`src/alarm_cfg_pkg.sv`:
```
package alarm_cfg_pkg;
  // Register offsets on the device register port.
  localparam logic [7:0] ADDR_ROUTE_EN = 8'h12;
  localparam logic [7:0] ADDR_THRESH = 8'h13;
  localparam logic [7:0] ADDR_DELAY = 8'h14;
  localparam logic [7:0] ADDR_BAL_LOW = 8'h15;
  localparam logic [7:0] ADDR_BAL_TOP = 8'h16;
  // Bit positions in the routing and enable register.
  localparam int BIT_SPLIT = 15;
  localparam int BIT_EN_SC = 3;
  localparam int BIT_DISCHARGE_OVERCURRENT_ENABLE = 2;
  localparam int BIT_CHARGE_OVERCURRENT_ENABLE = 1;
  localparam int BIT_CURRENT_PROTECTION_ENABLE = 0;
  // Five-bit field positions shared by thresholds and delays.
  localparam int FLD_SC_LSB = 10;
  localparam int FLD_OCD_LSB = 5;
  localparam int FLD_OCC_LSB = 0;
  localparam int FLD_W = 5;
  // Field reset codes.
  localparam logic [4:0] THR_RST = 5'h01;
  localparam logic [4:0] DLY_SC_RST = 5'h01;
  localparam logic [4:0] DLY_OC_RST = 5'h00;
  // Threshold steps in millivolts and the charge saturation point.
  localparam logic [9:0] STEP_SC_MV = 10'h014;
  localparam logic [9:0] STEP_OCD_MV = 10'h00A;
  localparam logic [9:0] STEP_OCC_MV = 10'h005;
  localparam logic [4:0] OCC_SAT_CODE = 5'h17;
  localparam logic [9:0] OCC_SAT_MV = 10'h078;
  // Threshold outputs after reset, matching the reset codes.
  localparam logic [9:0] SC_MV_RST = 10'h028;
  localparam logic [9:0] OCD_MV_RST = 10'h014;
  localparam logic [9:0] OCC_MV_RST = 10'h00A;
  // Width of the top balance register that is kept.
  localparam int BAL_TOP_W = 6;
  // Timing: clock period and delay units.
  localparam int CLK_PERIOD_NS = 40;
  localparam int SC_UNIT_NS = 31250;
  localparam int OC_UNIT_MS = 10;
  localparam int NS_PER_MS = 1000000;
  // Least times round up to whole cycles.
  localparam logic [23:0] SC_UNIT_CYC =
    24'((SC_UNIT_NS + CLK_PERIOD_NS - 1) / CLK_PERIOD_NS);
  localparam logic [23:0] OC_UNIT_CYC =
    24'((OC_UNIT_MS * NS_PER_MS + CLK_PERIOD_NS - 1) / CLK_PERIOD_NS);
  localparam int CNT_W = 24;
endpackage : alarm_cfg_pkg

```
`src/current_alarm_and_balance_cfg.sv`:
```
`timescale 1ns/1ps
// Behaviour
// - Split set: primary shows short circuit only.
// - Split clear: primary shows every alarm together.
// - Bit 3 enables short circuit detection.
// - Bit 2 enables discharge overcurrent detection.
// - Bit 1 enables charge overcurrent detection.
// - Bit 0 enables overall current protection.
// - Short circuit threshold is (code+1)*20 mV.
// - Discharge threshold is (code+1)*10 mV.
// - Charge threshold (code+1)*5 mV, saturates 120.
// - Short circuit delay is code*31.25 us.
// - Discharge delay is (code+1)*10 ms.
// - Charge delay is (code+1)*10 ms.
// - Alarm only if trip persists past delay.
// - Seventeen select bits balance cells one-seventeen.
module current_alarm_and_balance_cfg #(
  // Cycles in one 10 ms overcurrent delay step.
  parameter logic [23:0] OC_UNIT_CYC = alarm_cfg_pkg::OC_UNIT_CYC
) (
  // Clock and reset.
  input wire logic CLK_SYS_IN,
  input wire logic ARST_N_IN,
  // Register port from the serial transport.
  input wire logic REG_WR_IN,
  input wire logic REG_RD_IN,
  input wire logic [7:0] REG_ADDR_IN,
  input wire logic [15:0] REG_WDATA_IN,
  output logic [15:0] REG_RDATA_OUT,
  // Comparator trips and voltage alarms from the analog side.
  input wire logic SC_TRIP_IN,
  input wire logic OCD_TRIP_IN,
  input wire logic OCC_TRIP_IN,
  input wire logic OV_ALARM_IN,
  input wire logic UV_ALARM_IN,
  // Alarm outputs.
  output logic PRIMARY_ALARM_OUT,
  output logic SECONDARY_ALARM_OUT,
  // Threshold settings in millivolts for the comparators.
  output logic [9:0] SC_THRESH_MV_OUT,
  output logic [9:0] OCD_THRESH_MV_OUT,
  output logic [9:0] OCC_THRESH_MV_OUT,
  // Balance enables, bit 0 is cell one.
  output logic [16:0] CELL_BALANCE_EN_OUT
);

  // All block state in one record.
  typedef struct packed {
    logic split;                  // Alarm routing split.
    logic [3:0] en;               // Enables, sc/ocd/occ/cp.
    logic [14:0] thr;             // Three threshold codes.
    logic [14:0] dly;             // Three delay codes.
    logic [15:0] bal_low;         // Cells one to sixteen.
    logic [5:0] bal_top;          // Cell seventeen plus spare bits.
    logic [15:0] rdata;           // Read answer.
    logic [4:0] sync1;            // First synchroniser stage.
    logic [4:0] sync2;            // Second synchroniser stage.
    logic [23:0] cnt_sc;          // Short circuit qualify count.
    logic [23:0] cnt_ocd;         // Discharge qualify count.
    logic [23:0] cnt_occ;         // Charge qualify count.
    logic alm_sc;                 // Qualified short circuit.
    logic alm_ocd;                // Qualified discharge overcurrent.
    logic alm_occ;                // Qualified charge overcurrent.
    logic prim;                   // Primary alarm pin.
    logic sec;                    // Secondary alarm pin.
    logic [9:0] sc_mv;            // Short circuit threshold.
    logic [9:0] ocd_mv;           // Discharge threshold.
    logic [9:0] occ_mv;           // Charge threshold.
    logic [16:0] bal;             // Balance enables.
  } state_t;

  state_t st_reg;
  state_t st_next;

  // Decoded views of the current state.
  logic [4:0] c_thr_sc;
  logic [4:0] c_thr_ocd;
  logic [4:0] c_thr_occ;
  logic [4:0] c_dly_sc;
  logic [4:0] c_dly_ocd;
  logic [4:0] c_dly_occ;
  logic armed_sc;
  logic armed_ocd;
  logic armed_occ;
  logic [23:0] tgt_sc;
  logic [23:0] tgt_ocd;
  logic [23:0] tgt_occ;

  // One detector step: count while armed and tripped, alarm at target.
  // The count stops at the target, so it cannot wrap while held.
  function automatic logic [24:0] qualify(input logic armed,
      input logic trip, input logic [23:0] cnt, input logic [23:0] tgt);
    logic [24:0] r;
    r = 25'h0000000;
    if (armed && trip) begin
      if (cnt >= tgt) begin
        r = {1'b1, cnt};
      end else begin
        r = {1'b0, cnt + 24'h000001};
      end
    end
    return r;
  endfunction : qualify

  // Field slices of the threshold and delay registers.
  assign c_thr_sc = st_reg.thr[alarm_cfg_pkg::FLD_SC_LSB +: alarm_cfg_pkg::FLD_W];
  assign c_thr_ocd = st_reg.thr[alarm_cfg_pkg::FLD_OCD_LSB +: alarm_cfg_pkg::FLD_W];
  assign c_thr_occ = st_reg.thr[alarm_cfg_pkg::FLD_OCC_LSB +: alarm_cfg_pkg::FLD_W];
  assign c_dly_sc = st_reg.dly[alarm_cfg_pkg::FLD_SC_LSB +: alarm_cfg_pkg::FLD_W];
  assign c_dly_ocd = st_reg.dly[alarm_cfg_pkg::FLD_OCD_LSB +: alarm_cfg_pkg::FLD_W];
  assign c_dly_occ = st_reg.dly[alarm_cfg_pkg::FLD_OCC_LSB +: alarm_cfg_pkg::FLD_W];

  assign armed_sc = st_reg.en[alarm_cfg_pkg::BIT_EN_SC] &&
    st_reg.en[alarm_cfg_pkg::BIT_CURRENT_PROTECTION_ENABLE];
  assign armed_ocd = st_reg.en[alarm_cfg_pkg::BIT_DISCHARGE_OVERCURRENT_ENABLE] &&
    st_reg.en[alarm_cfg_pkg::BIT_CURRENT_PROTECTION_ENABLE];
  assign armed_occ = st_reg.en[alarm_cfg_pkg::BIT_CHARGE_OVERCURRENT_ENABLE] &&
    st_reg.en[alarm_cfg_pkg::BIT_CURRENT_PROTECTION_ENABLE];

  assign tgt_sc = 24'({19'h00000, c_dly_sc} * alarm_cfg_pkg::SC_UNIT_CYC);
  assign tgt_ocd = 24'(({19'h00000, c_dly_ocd} + 24'h000001) * OC_UNIT_CYC);
  assign tgt_occ = 24'(({19'h00000, c_dly_occ} + 24'h000001) * OC_UNIT_CYC);

  // Next-state logic for registers, detectors and outputs.
  always_comb begin
    logic [24:0] q_sc;
    logic [24:0] q_ocd;
    logic [24:0] q_occ;
    logic volt;
    st_next = st_reg;
    q_sc = qualify(armed_sc, st_reg.sync2[0], st_reg.cnt_sc, tgt_sc);
    q_ocd = qualify(armed_ocd, st_reg.sync2[1], st_reg.cnt_ocd, tgt_ocd);
    q_occ = qualify(armed_occ, st_reg.sync2[2], st_reg.cnt_occ, tgt_occ);
    volt = st_reg.sync2[3] | st_reg.sync2[4];
    // Trip inputs come from the analog side and are synchronised.
    st_next.sync1 = {UV_ALARM_IN, OV_ALARM_IN, OCC_TRIP_IN, OCD_TRIP_IN, SC_TRIP_IN};
    st_next.sync2 = st_reg.sync1;
    // Register writes; reserved bits other than the bal_top spare bits are not stored.
    if (REG_WR_IN) begin
      case (REG_ADDR_IN)
        alarm_cfg_pkg::ADDR_ROUTE_EN: begin
          st_next.split = REG_WDATA_IN[alarm_cfg_pkg::BIT_SPLIT];
          st_next.en = REG_WDATA_IN[3:0];
        end
        alarm_cfg_pkg::ADDR_THRESH: begin
          st_next.thr = REG_WDATA_IN[14:0];
        end
        alarm_cfg_pkg::ADDR_DELAY: begin
          st_next.dly = REG_WDATA_IN[14:0];
        end
        alarm_cfg_pkg::ADDR_BAL_LOW: begin
          st_next.bal_low = REG_WDATA_IN;
        end
        alarm_cfg_pkg::ADDR_BAL_TOP: begin
          st_next.bal_top = REG_WDATA_IN[alarm_cfg_pkg::BAL_TOP_W-1:0];
        end
        default: begin
          // Unmapped writes are ignored.
        end
      endcase
    end
    // Read answer is captured on the read strobe; unmapped reads zero.
    if (REG_RD_IN) begin
      case (REG_ADDR_IN)
        alarm_cfg_pkg::ADDR_ROUTE_EN: begin
          st_next.rdata = {st_reg.split, 11'h000, st_reg.en};
        end
        alarm_cfg_pkg::ADDR_THRESH: begin
          st_next.rdata = {1'b0, st_reg.thr};
        end
        alarm_cfg_pkg::ADDR_DELAY: begin
          st_next.rdata = {1'b0, st_reg.dly};
        end
        alarm_cfg_pkg::ADDR_BAL_LOW: begin
          st_next.rdata = st_reg.bal_low;
        end
        alarm_cfg_pkg::ADDR_BAL_TOP: begin
          st_next.rdata = {10'h000, st_reg.bal_top};
        end
        default: begin
          st_next.rdata = 16'h0000;
        end
      endcase
    end
    st_next.alm_sc = q_sc[24];
    st_next.cnt_sc = q_sc[23:0];
    st_next.alm_ocd = q_ocd[24];
    st_next.cnt_ocd = q_ocd[23:0];
    st_next.alm_occ = q_occ[24];
    st_next.cnt_occ = q_occ[23:0];
    // Pin routing; the secondary pin carries voltage and overcurrent alarms only while split is set.
    if (st_reg.split) begin
      st_next.prim = st_reg.alm_sc;
      st_next.sec = volt | st_reg.alm_ocd | st_reg.alm_occ;
    end else begin
      st_next.prim = volt | st_reg.alm_sc | st_reg.alm_ocd | st_reg.alm_occ;
      st_next.sec = 1'b0;
    end
    st_next.sc_mv = 10'({5'h00, c_thr_sc} + 10'h001) * alarm_cfg_pkg::STEP_SC_MV;
    st_next.ocd_mv = 10'({5'h00, c_thr_ocd} + 10'h001) * alarm_cfg_pkg::STEP_OCD_MV;
    if (c_thr_occ >= alarm_cfg_pkg::OCC_SAT_CODE) begin
      st_next.occ_mv = alarm_cfg_pkg::OCC_SAT_MV;
    end else begin
      st_next.occ_mv = 10'({5'h00, c_thr_occ} + 10'h001) * alarm_cfg_pkg::STEP_OCC_MV;
    end
    st_next.bal = {st_reg.bal_top[0], st_reg.bal_low};
  end

  // State register; reset sets every field to its documented default.
  always_ff @(posedge CLK_SYS_IN or negedge ARST_N_IN) begin
    if (!ARST_N_IN) begin
      st_reg <= '0;
      st_reg.thr <= {alarm_cfg_pkg::THR_RST, alarm_cfg_pkg::THR_RST,
                     alarm_cfg_pkg::THR_RST};
      st_reg.dly <= {alarm_cfg_pkg::DLY_SC_RST, alarm_cfg_pkg::DLY_OC_RST,
                     alarm_cfg_pkg::DLY_OC_RST};
      st_reg.sc_mv <= alarm_cfg_pkg::SC_MV_RST;
      st_reg.ocd_mv <= alarm_cfg_pkg::OCD_MV_RST;
      st_reg.occ_mv <= alarm_cfg_pkg::OCC_MV_RST;
    end else begin
      st_reg <= st_next;
    end
  end

  // Outputs straight from the state register.
  assign REG_RDATA_OUT = st_reg.rdata;
  assign PRIMARY_ALARM_OUT = st_reg.prim;
  assign SECONDARY_ALARM_OUT = st_reg.sec;
  assign SC_THRESH_MV_OUT = st_reg.sc_mv;
  assign OCD_THRESH_MV_OUT = st_reg.ocd_mv;
  assign OCC_THRESH_MV_OUT = st_reg.occ_mv;
  assign CELL_BALANCE_EN_OUT = st_reg.bal;
endmodule : current_alarm_and_balance_cfg

```
`config.mk`:
```
export PLATFORM = sky130hd
export DESIGN_NAME = current_alarm_and_balance_cfg
export DESIGN_NICKNAME = d
export VERILOG_FILES = /design/src/alarm_cfg_pkg.sv /design/src/current_alarm_and_balance_cfg.sv
export SDC_FILE = /design/constraint.sdc
export NUM_CORES = 1
export LEC_CHECK = 0
export ABC_CLOCK_PERIOD_IN_PS = 6600
export BUFFER_PORTS_ARGS = -buffer_cell sky130_fd_sc_hd__clkbuf_2
export CORE_ASPECT_RATIO = 1.1
export CORE_MARGIN = 2
export CORE_UTILIZATION = 30
export CTS_CLUSTER_SIZE = 14
export DETAILED_ROUTE_END_ITERATION = 10
export SKIP_LAST_GASP = 1
export SLEW_MARGIN = 20
export SYNTH_ARGS = -nofsm -noshare
export SYNTH_HDL_FRONTEND = slang
export SYNTH_SLANG_ARGS = --single-unit
```
`constraint.sdc`:
```
create_clock -name CLK_SYS_IN -period 6.6 [get_ports CLK_SYS_IN]
set_clock_uncertainty 0.2 [all_clocks]
set_input_delay 0.66 -clock CLK_SYS_IN [delete_from_list [all_inputs] [get_ports CLK_SYS_IN]]
set_output_delay 0.66 -clock CLK_SYS_IN [all_outputs]
set_load 0.01 [all_outputs]
```
==> results of run 1 <==
cell families (layout without fill, tap and decap cells):
family	after synthesis	in the layout	share of synthesized area
flip-flops	203	203	0.3651
AO/OA/AOI/OAI	230	230	0.1087
multiplexers	77	77	0.06037
adder cells (fa/ha/maj)	198	198	0.1898
AND/OR/NAND/NOR	377	380	0.1424
buffers and inverters	211	272	0.07499
XOR/XNOR	92	92	0.05831
other	1	8	0.0002688
critical path: stages (launching register included):
cell and delay, ps:
sky130_fd_sc_hd__dfrtp_2 410, sky130_fd_sc_hd__ha_2 220, sky130_fd_sc_hd__nand3_2 120, sky130_fd_sc_hd__xnor2_2 180, sky130_fd_sc_hd__fa_1 540, sky130_fd_sc_hd__inv_1 60
sky130_fd_sc_hd__fa_1 540, sky130_fd_sc_hd__inv_1 60, sky130_fd_sc_hd__fa_1 530, sky130_fd_sc_hd__inv_1 40, sky130_fd_sc_hd__ha_1 310, sky130_fd_sc_hd__nand2_1 100
sky130_fd_sc_hd__nor2_1 90, sky130_fd_sc_hd__a31oi_1 130, sky130_fd_sc_hd__a21oi_2 180, sky130_fd_sc_hd__nor4_1 60, sky130_fd_sc_hd__a311o_1 340, sky130_fd_sc_hd__ha_1 300
sky130_fd_sc_hd__and3_1 170, sky130_fd_sc_hd__nand4_1 130, sky130_fd_sc_hd__or3_4 410, sky130_fd_sc_hd__a311oi_4 420, sky130_fd_sc_hd__nor4b_1 100, sky130_fd_sc_hd__buf_4 180
sky130_fd_sc_hd__a31o_2 230, sky130_fd_sc_hd__a21oi_1 110
final cells by class:
cell class	count	area share
clock buffer	35	0.04477
timing repair buffer	117	0.04350
sequential	203	0.3244
multi-input combinational	984	0.5053
inverter	109	0.02605
antenna	1	0.0001593
tap	588	0.04684
clock inverter	11	0.009002
metrics by stage:
step                cell area (sq um)  utilization
CTS                             15570       0.3404
detailed placement              14720       0.3217
floorplan                       13970            -
global route                    15700       0.3432
finish                          15710       0.3432
global placement                14720       0.3217
per-layer routing:
layer / track usage / share of wire / vias up
met5: 0 / 0.00086 / -
met4: 0.03524 / 0.022 / 4
met3: 0.03278 / 0.056 / 53
met2: 0.2193 / 0.46 / 191
met1: 0.1789 / 0.47 / 4932
li1: - / - / 4940
path summary, 6_finish.rpt:
path	to	slack, ps	startpoint
min in group asynchronous	c_dly_ocd[4]$_DFFE_PN0P_	400	ARST_N_IN
worst min-delay path	st_next[127]$_DFF_PN0_	40	OV_ALARM_IN
worst min register to register	st_reg[128]$_DFF_PN0_	150	st_next[128]$_DFF_PN0_
worst max-delay path	st_reg[80]$_DFFE_PN0P_	320	c_dly_ocd[0]$_DFFE_PN0P_
worst max register to register	st_reg[80]$_DFFE_PN0P_	320	c_dly_ocd[0]$_DFFE_PN0P_
max in group asynchronous	st_reg[57]$_DFFE_PN0P_	4600	ARST_N_IN
synthesized netlist by cell type (4+ instances only):
master                       n  area share
sky130_fd_sc_hd__o21a_1      6      0.0032
sky130_fd_sc_hd__maj3_1      4      0.0029
sky130_fd_sc_hd__clkbuf_1   28      0.0075
sky130_fd_sc_hd__mux2_2     57       0.046
sky130_fd_sc_hd__nand3_1    42       0.015
sky130_fd_sc_hd__nor2_1     69       0.019
sky130_fd_sc_hd__xnor2_1    65       0.041
sky130_fd_sc_hd__nand2_1    80       0.022
sky130_fd_sc_hd__nor2b_1    13      0.0058
sky130_fd_sc_hd__and4_1      5      0.0031
sky130_fd_sc_hd__a22o_1     10      0.0063
sky130_fd_sc_hd__inv_1     109       0.029
sky130_fd_sc_hd__nor4_1     16      0.0072
sky130_fd_sc_hd__or4_1       8      0.0043
sky130_fd_sc_hd__o22ai_1    12      0.0054
sky130_fd_sc_hd__dfstp_2    10       0.019
sky130_fd_sc_hd__a31oi_1    12      0.0054
sky130_fd_sc_hd__a222oi_1    6      0.0043
sky130_fd_sc_hd__fa_1       24       0.034
sky130_fd_sc_hd__nand4_1    19      0.0085
sky130_fd_sc_hd__buf_2       8      0.0029
sky130_fd_sc_hd__a22oi_1     5      0.0027
sky130_fd_sc_hd__mux2i_1    20       0.014
sky130_fd_sc_hd__a21o_1     23       0.012
sky130_fd_sc_hd__nor3_1     18      0.0065
sky130_fd_sc_hd__ha_1      170        0.15
sky130_fd_sc_hd__and2_1     17      0.0076
sky130_fd_sc_hd__nand2b_1   32       0.014
sky130_fd_sc_hd__o21ai_0    37       0.013
sky130_fd_sc_hd__or3_1      10      0.0045
sky130_fd_sc_hd__xor2_1     26       0.016
sky130_fd_sc_hd__o31ai_1     8      0.0043
sky130_fd_sc_hd__and3_1     26       0.012
sky130_fd_sc_hd__buf_4      63       0.034
sky130_fd_sc_hd__or2_2       4      0.0018
sky130_fd_sc_hd__dfrtp_1   193        0.35
sky130_fd_sc_hd__a21oi_1    69       0.025
where the power goes:
group | switching (mW) | internal, mW
clock | 0.559 | 0.860
sequential | 0.0329 | 1.29
combinational | 0.306 | 0.212
repair_timing:
action	4_1_cts	5_1_grt
buffers inserted	0	3
hold buffers	1	0
endpoints found under the setup margin	0	25
gates resized for setup	0	18
endpoints found under the hold margin	43	0
==> insert_results.sql, run 1 <==
INSERT INTO impl_metrics (metric_group, metric, value, unit) VALUES
('layout', 'fillCellCount', '4665', ''),
('synth', 'postSynthRegisterBits', '203', ''),
('timing', 'setup_violations', '0', ''),
('timing', 'whs', '37.89', 'ps'),
('drt', 'detail_route.wl_per_cell', '15.91', 'um'),
('floorplanning', 'core', '45760', 'sq um'),
('floorplanning', 'die_area', '48240', 'sq um'),
('cts', 'cts_tree', 'built', ''),
('global_route', 'global_route.overflow_total', '0', ''),
('timing', 'hold_violations', '0', ''),
('drt', 'route.final.wire_length', '32.59', 'mm'),
('cts', 'clock-sinks', '203', ''),
('timing', 'slew_headroom', '0.2880', ''),
('place', 'dp_worst_setup_slack', '211.2', 'ps'),
('timing', 'final.period_utilization', '0.9512', ''),
('floorplanning', 'design.portCount', '98', ''),
('cts', 'ctsLongestPathBuffers', '3', ''),
('timing', 'fin_crit', '6278', 'ps'),
('cts', 'cts.root.buffer_cell', 'sky130_fd_sc_hd__clkbuf_16', ''),
('place', 'place_congestion', '0.8302', ''),
('place', 'final_hpwl_dp', '24.31', 'mm'),
('critical_path', 'end_kind', 'flop', ''),
('drt', 'drt.antenna.violating_nets', '0', ''),
('drt', 'dr_total_vias', '10120', ''),
('synth', 'post_synthesis_mean_instance_area', '10.04', 'sq um'),
('critical_path', 'worstPathMaxFanout', '7', ''),
('place', 'placement.io_buffers', '93', ''),
('floorplanning', 'die_w', '209.6', 'um'),
('timing', 'tightestPinTransition', '1060', 'ps'),
('layout', 'footprint_of_the_multi_input_gates', '7936', 'sq um'),
('timing', 'report.final.slew_viol_count', '0', ''),
('critical_path', 'reg2reg_depth', '25', ''),
('layout', 'most_frequent_cells_in_the_layout', '191 x sky130_fd_sc_hd__dfrtp_1, 168 x sky130_fd_sc_hd__ha_1, 109 x sky130_fd_sc_hd__inv_1, 92 x sky130_fd_sc_hd__clkbuf_2, 80 x sky130_fd_sc_hd__nand2_1', ''),
('global_route', 'overall_routing_resource_usage', '0.1347', ''),
('drt', 'routed_via_density', '4.941', ''),
('pwr', 'p_leak', '7.549', 'nW'),
('layout', 'final_layout_size_suffix_gt1_frac', '0.1796', ''),
('synth', 'synth_ff_type', 'sky130_fd_sc_hd__dfrtp_1', ''),
('critical_path', 'worstSetupPathType', 'flop to flop', ''),
('run_status', 'outcome', 'finished, final reports clean', ''),
('synth', 'synth.cell_area', '13950', 'sq um'),
('critical_path', 'startpoint_type', 'flop', ''),
('layout', 'layout_commonest_cell', 'sky130_fd_sc_hd__dfrtp_1', ''),
('job', 'max_cap_viol_count', '0', ''),
('drt', 'drt_pre_antenna_iters', '5', ''),
('timing', 'final.setup.tns', '0', 'ps'),
('global_route', 'grt_antenna_before_repair', '3', ''),
('synth', 'synth_cells', '1389', ''),
('hold_path', 'worst_hold_path.num_cells', '1', ''),
('cts', 'clk_transition_reported_paths', '60', 'ps'),
('layout', 'num-nets-final', '1667', ''),
('floorplanning', 'rows', '82', ''),
('pwr', 'vdd_ir_drop_max', '0.1929', 'mV'),
('critical_path', 'worstPathRequired', '6850', 'ps'),
('place', 'dp_cells', '1994', ''),
('floorplanning', 'starting_density', '0.3048', ''),
('cts', 'cts_made_buffers', '25', ''),
('layout', 'stdcell_count', '2048', ''),
('pwr', 'power_per_cell_area', '207.5', 'nW/um^2'),
('layout', 'area_growth_syn_to_layout', '12.60', '%'),
('synth', 'synth-seq-area-share', '0.3651', ''),
('timing', 'final_critical_path_setup_slack', '322.1', 'ps'),
('drt', 'detailedRoute.firstIterationViolations', '445', ''),
('critical_path', 'cp_data_arrival_time', '6520', 'ps'),
('cts', 'worstSkewPairLatency', '550', 'ps'),
('synth', 'synth_enable_flop_cells', '0', ''),
('pwr', 'totalPowerFinal', '3.259', 'mW'),
('global_route', 'number_of_global_route_vias_before_repair', '10230', ''),
('global_route', 'global_route_wire_length_before_repair', '53.07', 'mm'),
('drt', 'drc', '0', ''),
('synth', 'yosys_warnings', '0', ''),
('hold_path', 'hold_path_class', 'input pin to flop', ''),
('layout', 'final-seq-area', '5095', 'sq um'),
('synth', 'synthArstFlopShare', '1.000', ''),
('cts', 'htreeDepth', '1', ''),
('global_route', 'grt_start_max_net_pins', '158', ''),
('timing', 'fmax', '0.1593', 'GHz'),
('synth', 'synth.distinct_cells', '79', ''),
('floorplanning', 'die_height', '230.2', 'um'),
('layout', 'largest_register_ffs', '90', '');
(Power assumes the default switching activity.)
==> run 2: changes to the inputs <==
--- a/config.mk
+++ b/config.mk
@@ -5,7 +5,7 @@
 export SDC_FILE = /design/constraint.sdc
 export NUM_CORES = 1
 export LEC_CHECK = 0
-export ABC_CLOCK_PERIOD_IN_PS = 6600
+export ABC_CLOCK_PERIOD_IN_PS = 5800
 export BUFFER_PORTS_ARGS = -buffer_cell sky130_fd_sc_hd__clkbuf_2
 export CORE_ASPECT_RATIO = 1.1
 export CORE_MARGIN = 2
==> constraint.sdc (replaced) <==
create_clock -name CLK_SYS_IN -period 5.8 [get_ports CLK_SYS_IN]
set_clock_uncertainty 0.2 [all_clocks]
set_input_delay 0.58 -clock CLK_SYS_IN [delete_from_list [all_inputs] [get_ports CLK_SYS_IN]]
set_output_delay 0.58 -clock CLK_SYS_IN [all_outputs]
set_load 0.01 [all_outputs]
==> insert_results.sql, run 2 (same netlist as run 1, synthesis figures left out) <==
INSERT INTO impl_metrics (metric_group, metric, value, unit) VALUES
('run_status', 'violations_in_the_final_reports', 'negative setup slack', ''),
('layout', 'num-nets-final', '1751', ''),
('timing', 'final.period_utilization', '1.029', ''),
('run_status', 'outcome', 'finished with violations', ''),
('place', 'dp_cells', '2056', ''),
('timing', 'fin_crit', '5970', 'ps'),
('drt', 'wire_length_on_met3', '1.329', 'mm'),
('layout', 'final_util', '0.3717', ''),
('critical_path', 'worstSetupPathType', 'flop to flop', ''),
('critical_path', 'end_kind', 'flop', ''),
('floorplanning', 'die_w', '209.6', 'um'),
('global_route', 'grt_antenna_before_repair', '1', ''),
('drt', 'route.final.wire_length', '33.99', 'mm'),
('critical_path', 'crit_path_most_repeated_cell', 'sky130_fd_sc_hd__buf_4', ''),
('cts', 'cts_made_buffers', '25', ''),
('cts', 'worstSkewPairLatency', '550', 'ps'),
('drt', 'drt_pre_antenna_iters', '8', ''),
('critical_path', 'cp_data_arrival_time', '6210', 'ps'),
('timing', 'fmax', '0.1675', 'GHz'),
('layout', 'area_growth_syn_to_layout', '21.92', '%'),
('layout', 'largest_register_ffs', '90', ''),
('critical_path', 'worstPathMaxFanout', '7', ''),
('drt', 'met2_wirelength', '16.59', 'mm'),
('timing', 'report.final.slew_viol_count', '0', ''),
('drt', 'detail_route.wl_per_cell', '15.95', 'um'),
('cts', 'clock-sinks', '203', ''),
('layout', 'layout_commonest_cell', 'sky130_fd_sc_hd__dfrtp_1', ''),
('timing', 'slew_headroom', '0.2283', ''),
('pwr', 'p_leak', '8.039', 'nW'),
('cts', 'htreeDepth', '1', ''),
('drt', 'drc', '0', ''),
('drt', 'top_layer_used', 'met4', ''),
('cts', 'cts.root.buffer_cell', 'sky130_fd_sc_hd__clkbuf_16', ''),
('place', 'place_congestion', '0.8054', ''),
('global_route', 'grt_start_max_net_pins', '140', ''),
('floorplanning', 'design.portCount', '98', ''),
('timing', 'tightestPinTransition', '1149', 'ps'),
('global_route', 'global_route.overflow_total', '0', ''),
('critical_path', 'timing.critical_path.slowest_cell_delay', '530', 'ps'),
('critical_path', 'worst_path_dominant_cell_family', 'adder cells', ''),
('drt', 'routed_via_density', '4.924', ''),
('global_route', 'global_route_wire_length_before_repair', '55.49', 'mm'),
('critical_path', 'worstPathRequired', '6040', 'ps'),
('pwr', 'vdd_ir_drop_max', '0.2090', 'mV'),
('drt', 'drt.antenna.violating_nets', '0', ''),
('timing', 'hold_violations', '0', ''),
('critical_path', 'startpoint_type', 'flop', ''),
('job', 'max_cap_viol_count', '0', ''),
('layout', 'most_frequent_cells_in_the_layout', '187 x sky130_fd_sc_hd__dfrtp_1, 156 x sky130_fd_sc_hd__ha_1, 98 x sky130_fd_sc_hd__inv_1, 92 x sky130_fd_sc_hd__clkbuf_2, 85 x sky130_fd_sc_hd__buf_4', ''),
('cts', 'cts_tree', 'built', ''),
('cts', 'clk_transition_reported_paths', '60', 'ps'),
('timing', 'final_critical_path_setup_slack', '-170.4', 'ps'),
('layout', 'stdcell_count', '2131', ''),
('cts', 'ctsLongestPathBuffers', '3', ''),
('pwr', 'power_per_cell_area', '226.7', 'nW/um^2'),
('drt', 'drt-met1-wl', '15.36', 'mm'),
('hold_path', 'hold_path_class', 'input pin to flop', ''),
('critical_path', 'critical_path_buf_inv_count', '7', ''),
('global_route', 'overall_routing_resource_usage', '0.1401', ''),
('layout', 'antenna_cells_inserted', '0', ''),
('timing', 'rsz_0062_raised_after_global_routing', 'yes', ''),
('pwr', 'totalPowerFinal', '3.856', 'mW'),
('timing', 'final.setup.tns', '-2190', 'ps'),
('timing', 'setup_violations', '23', ''),
('drt', 'dr_total_vias', '10490', ''),
('layout', 'final_layout_size_suffix_gt1_frac', '0.2754', ''),
('global_route', 'number_of_global_route_vias_before_repair', '10860', ''),
('floorplanning', 'die_area', '48240', 'sq um'),
('drt', 'detailedRoute.firstIterationViolations', '464', ''),
('timing', 'whs', '92.41', 'ps'),
('floorplanning', 'die_height', '230.2', 'um'),
('floorplanning', 'starting_density', '0.3048', ''),
('place', 'placement.io_buffers', '93', ''),
('place', 'final_hpwl_dp', '24.83', 'mm'),
('critical_path', 'cpMaxStageDelayCell', 'sky130_fd_sc_hd__fa_1', ''),
('floorplanning', 'rows', '82', ''),
('floorplanning', 'core', '45760', 'sq um');
## run 2: layer usage
metal,vias to the layer above,GRT usage
met1,5141,0.1825
met2,214,0.2413
li1,5099,-
met4,0,0.03790
met3,40,0.02199
met5,-,0
## run 2: final timing paths
check / start / endpoint / slack (ps) / depth (start not counted)
max: c_dly_ocd[0]$_DFFE_PN0P_ / st_reg[92]$_DFFE_PN0P_ / -170 / 28
min: REG_WDATA_IN[12] / c_thr_sc[2]$_DFFE_PN0P_ / 90 / 2
max reg2reg: c_dly_ocd[0]$_DFFE_PN0P_ / st_reg[92]$_DFFE_PN0P_ / -170 / 28
min reg2reg: st_next[124]$_DFF_PN0_ / st_reg[124]$_DFF_PN0_ / 150 / 0
max in group asynchronous: ARST_N_IN / OCC_THRESH_MV_OUT[6]$_DFF_PN0_ / 3810 / 3
min in group asynchronous: ARST_N_IN / SC_THRESH_MV_OUT[6]$_DFF_PN0_ / 360 / 2
## run 2: worst register-to-register path, delay by kind of cell (launching register included)
family | cells | cell delay [ps]
fa+ha+maj | 6 | 1710
simple gates | 5 | 1260
compound gates | 7 | 1040
buf+inv | 7 | 680
xor+xnor | 3 | 520
flops | 1 | 440
## run 2: where the power goes
part	switching, mW	internal [mW]
Combinational	0.399	0.334
Clock	0.643	0.975
Sequential	0.0375	1.47
Total	1.08	2.78
## run 2: what timing repair did
action / 4_1_cts / 5_1_grt
setup endpoints to repair: 42 / 50
hold endpoints to repair: 64 / 0
hold buffers: 6 / 0
cloned: 4 / 0
setup buffers: 11 / 13
pin swaps: 43 / 59
gates resized for setup: 54 / 71
## run 2: cell type report
| type | instances | area [sq um] |
|---|---|---|
| inverters | 109 | 409.1 |
| clock inverters | 13 | 170.2 |
| multi-input cells | 984 | 8523 |
| clock buffers | 33 | 685.7 |
| well taps | 588 | 735.7 |
| flip-flops and latches | 203 | 5100 |
| fillers | 4504 | 28750 |
| repair buffers | 201 | 1383 |
## run 2: metrics by stage
stage | area (sq um) | setup WS [ps]
detailed placement | 15300 | -328.4
CTS | 16580 | -125.5
global route | 17010 | -411.0
floorplan | 14100 | -5.320
finish | 17010 | -170.4
global placement | 15300 | -147.5
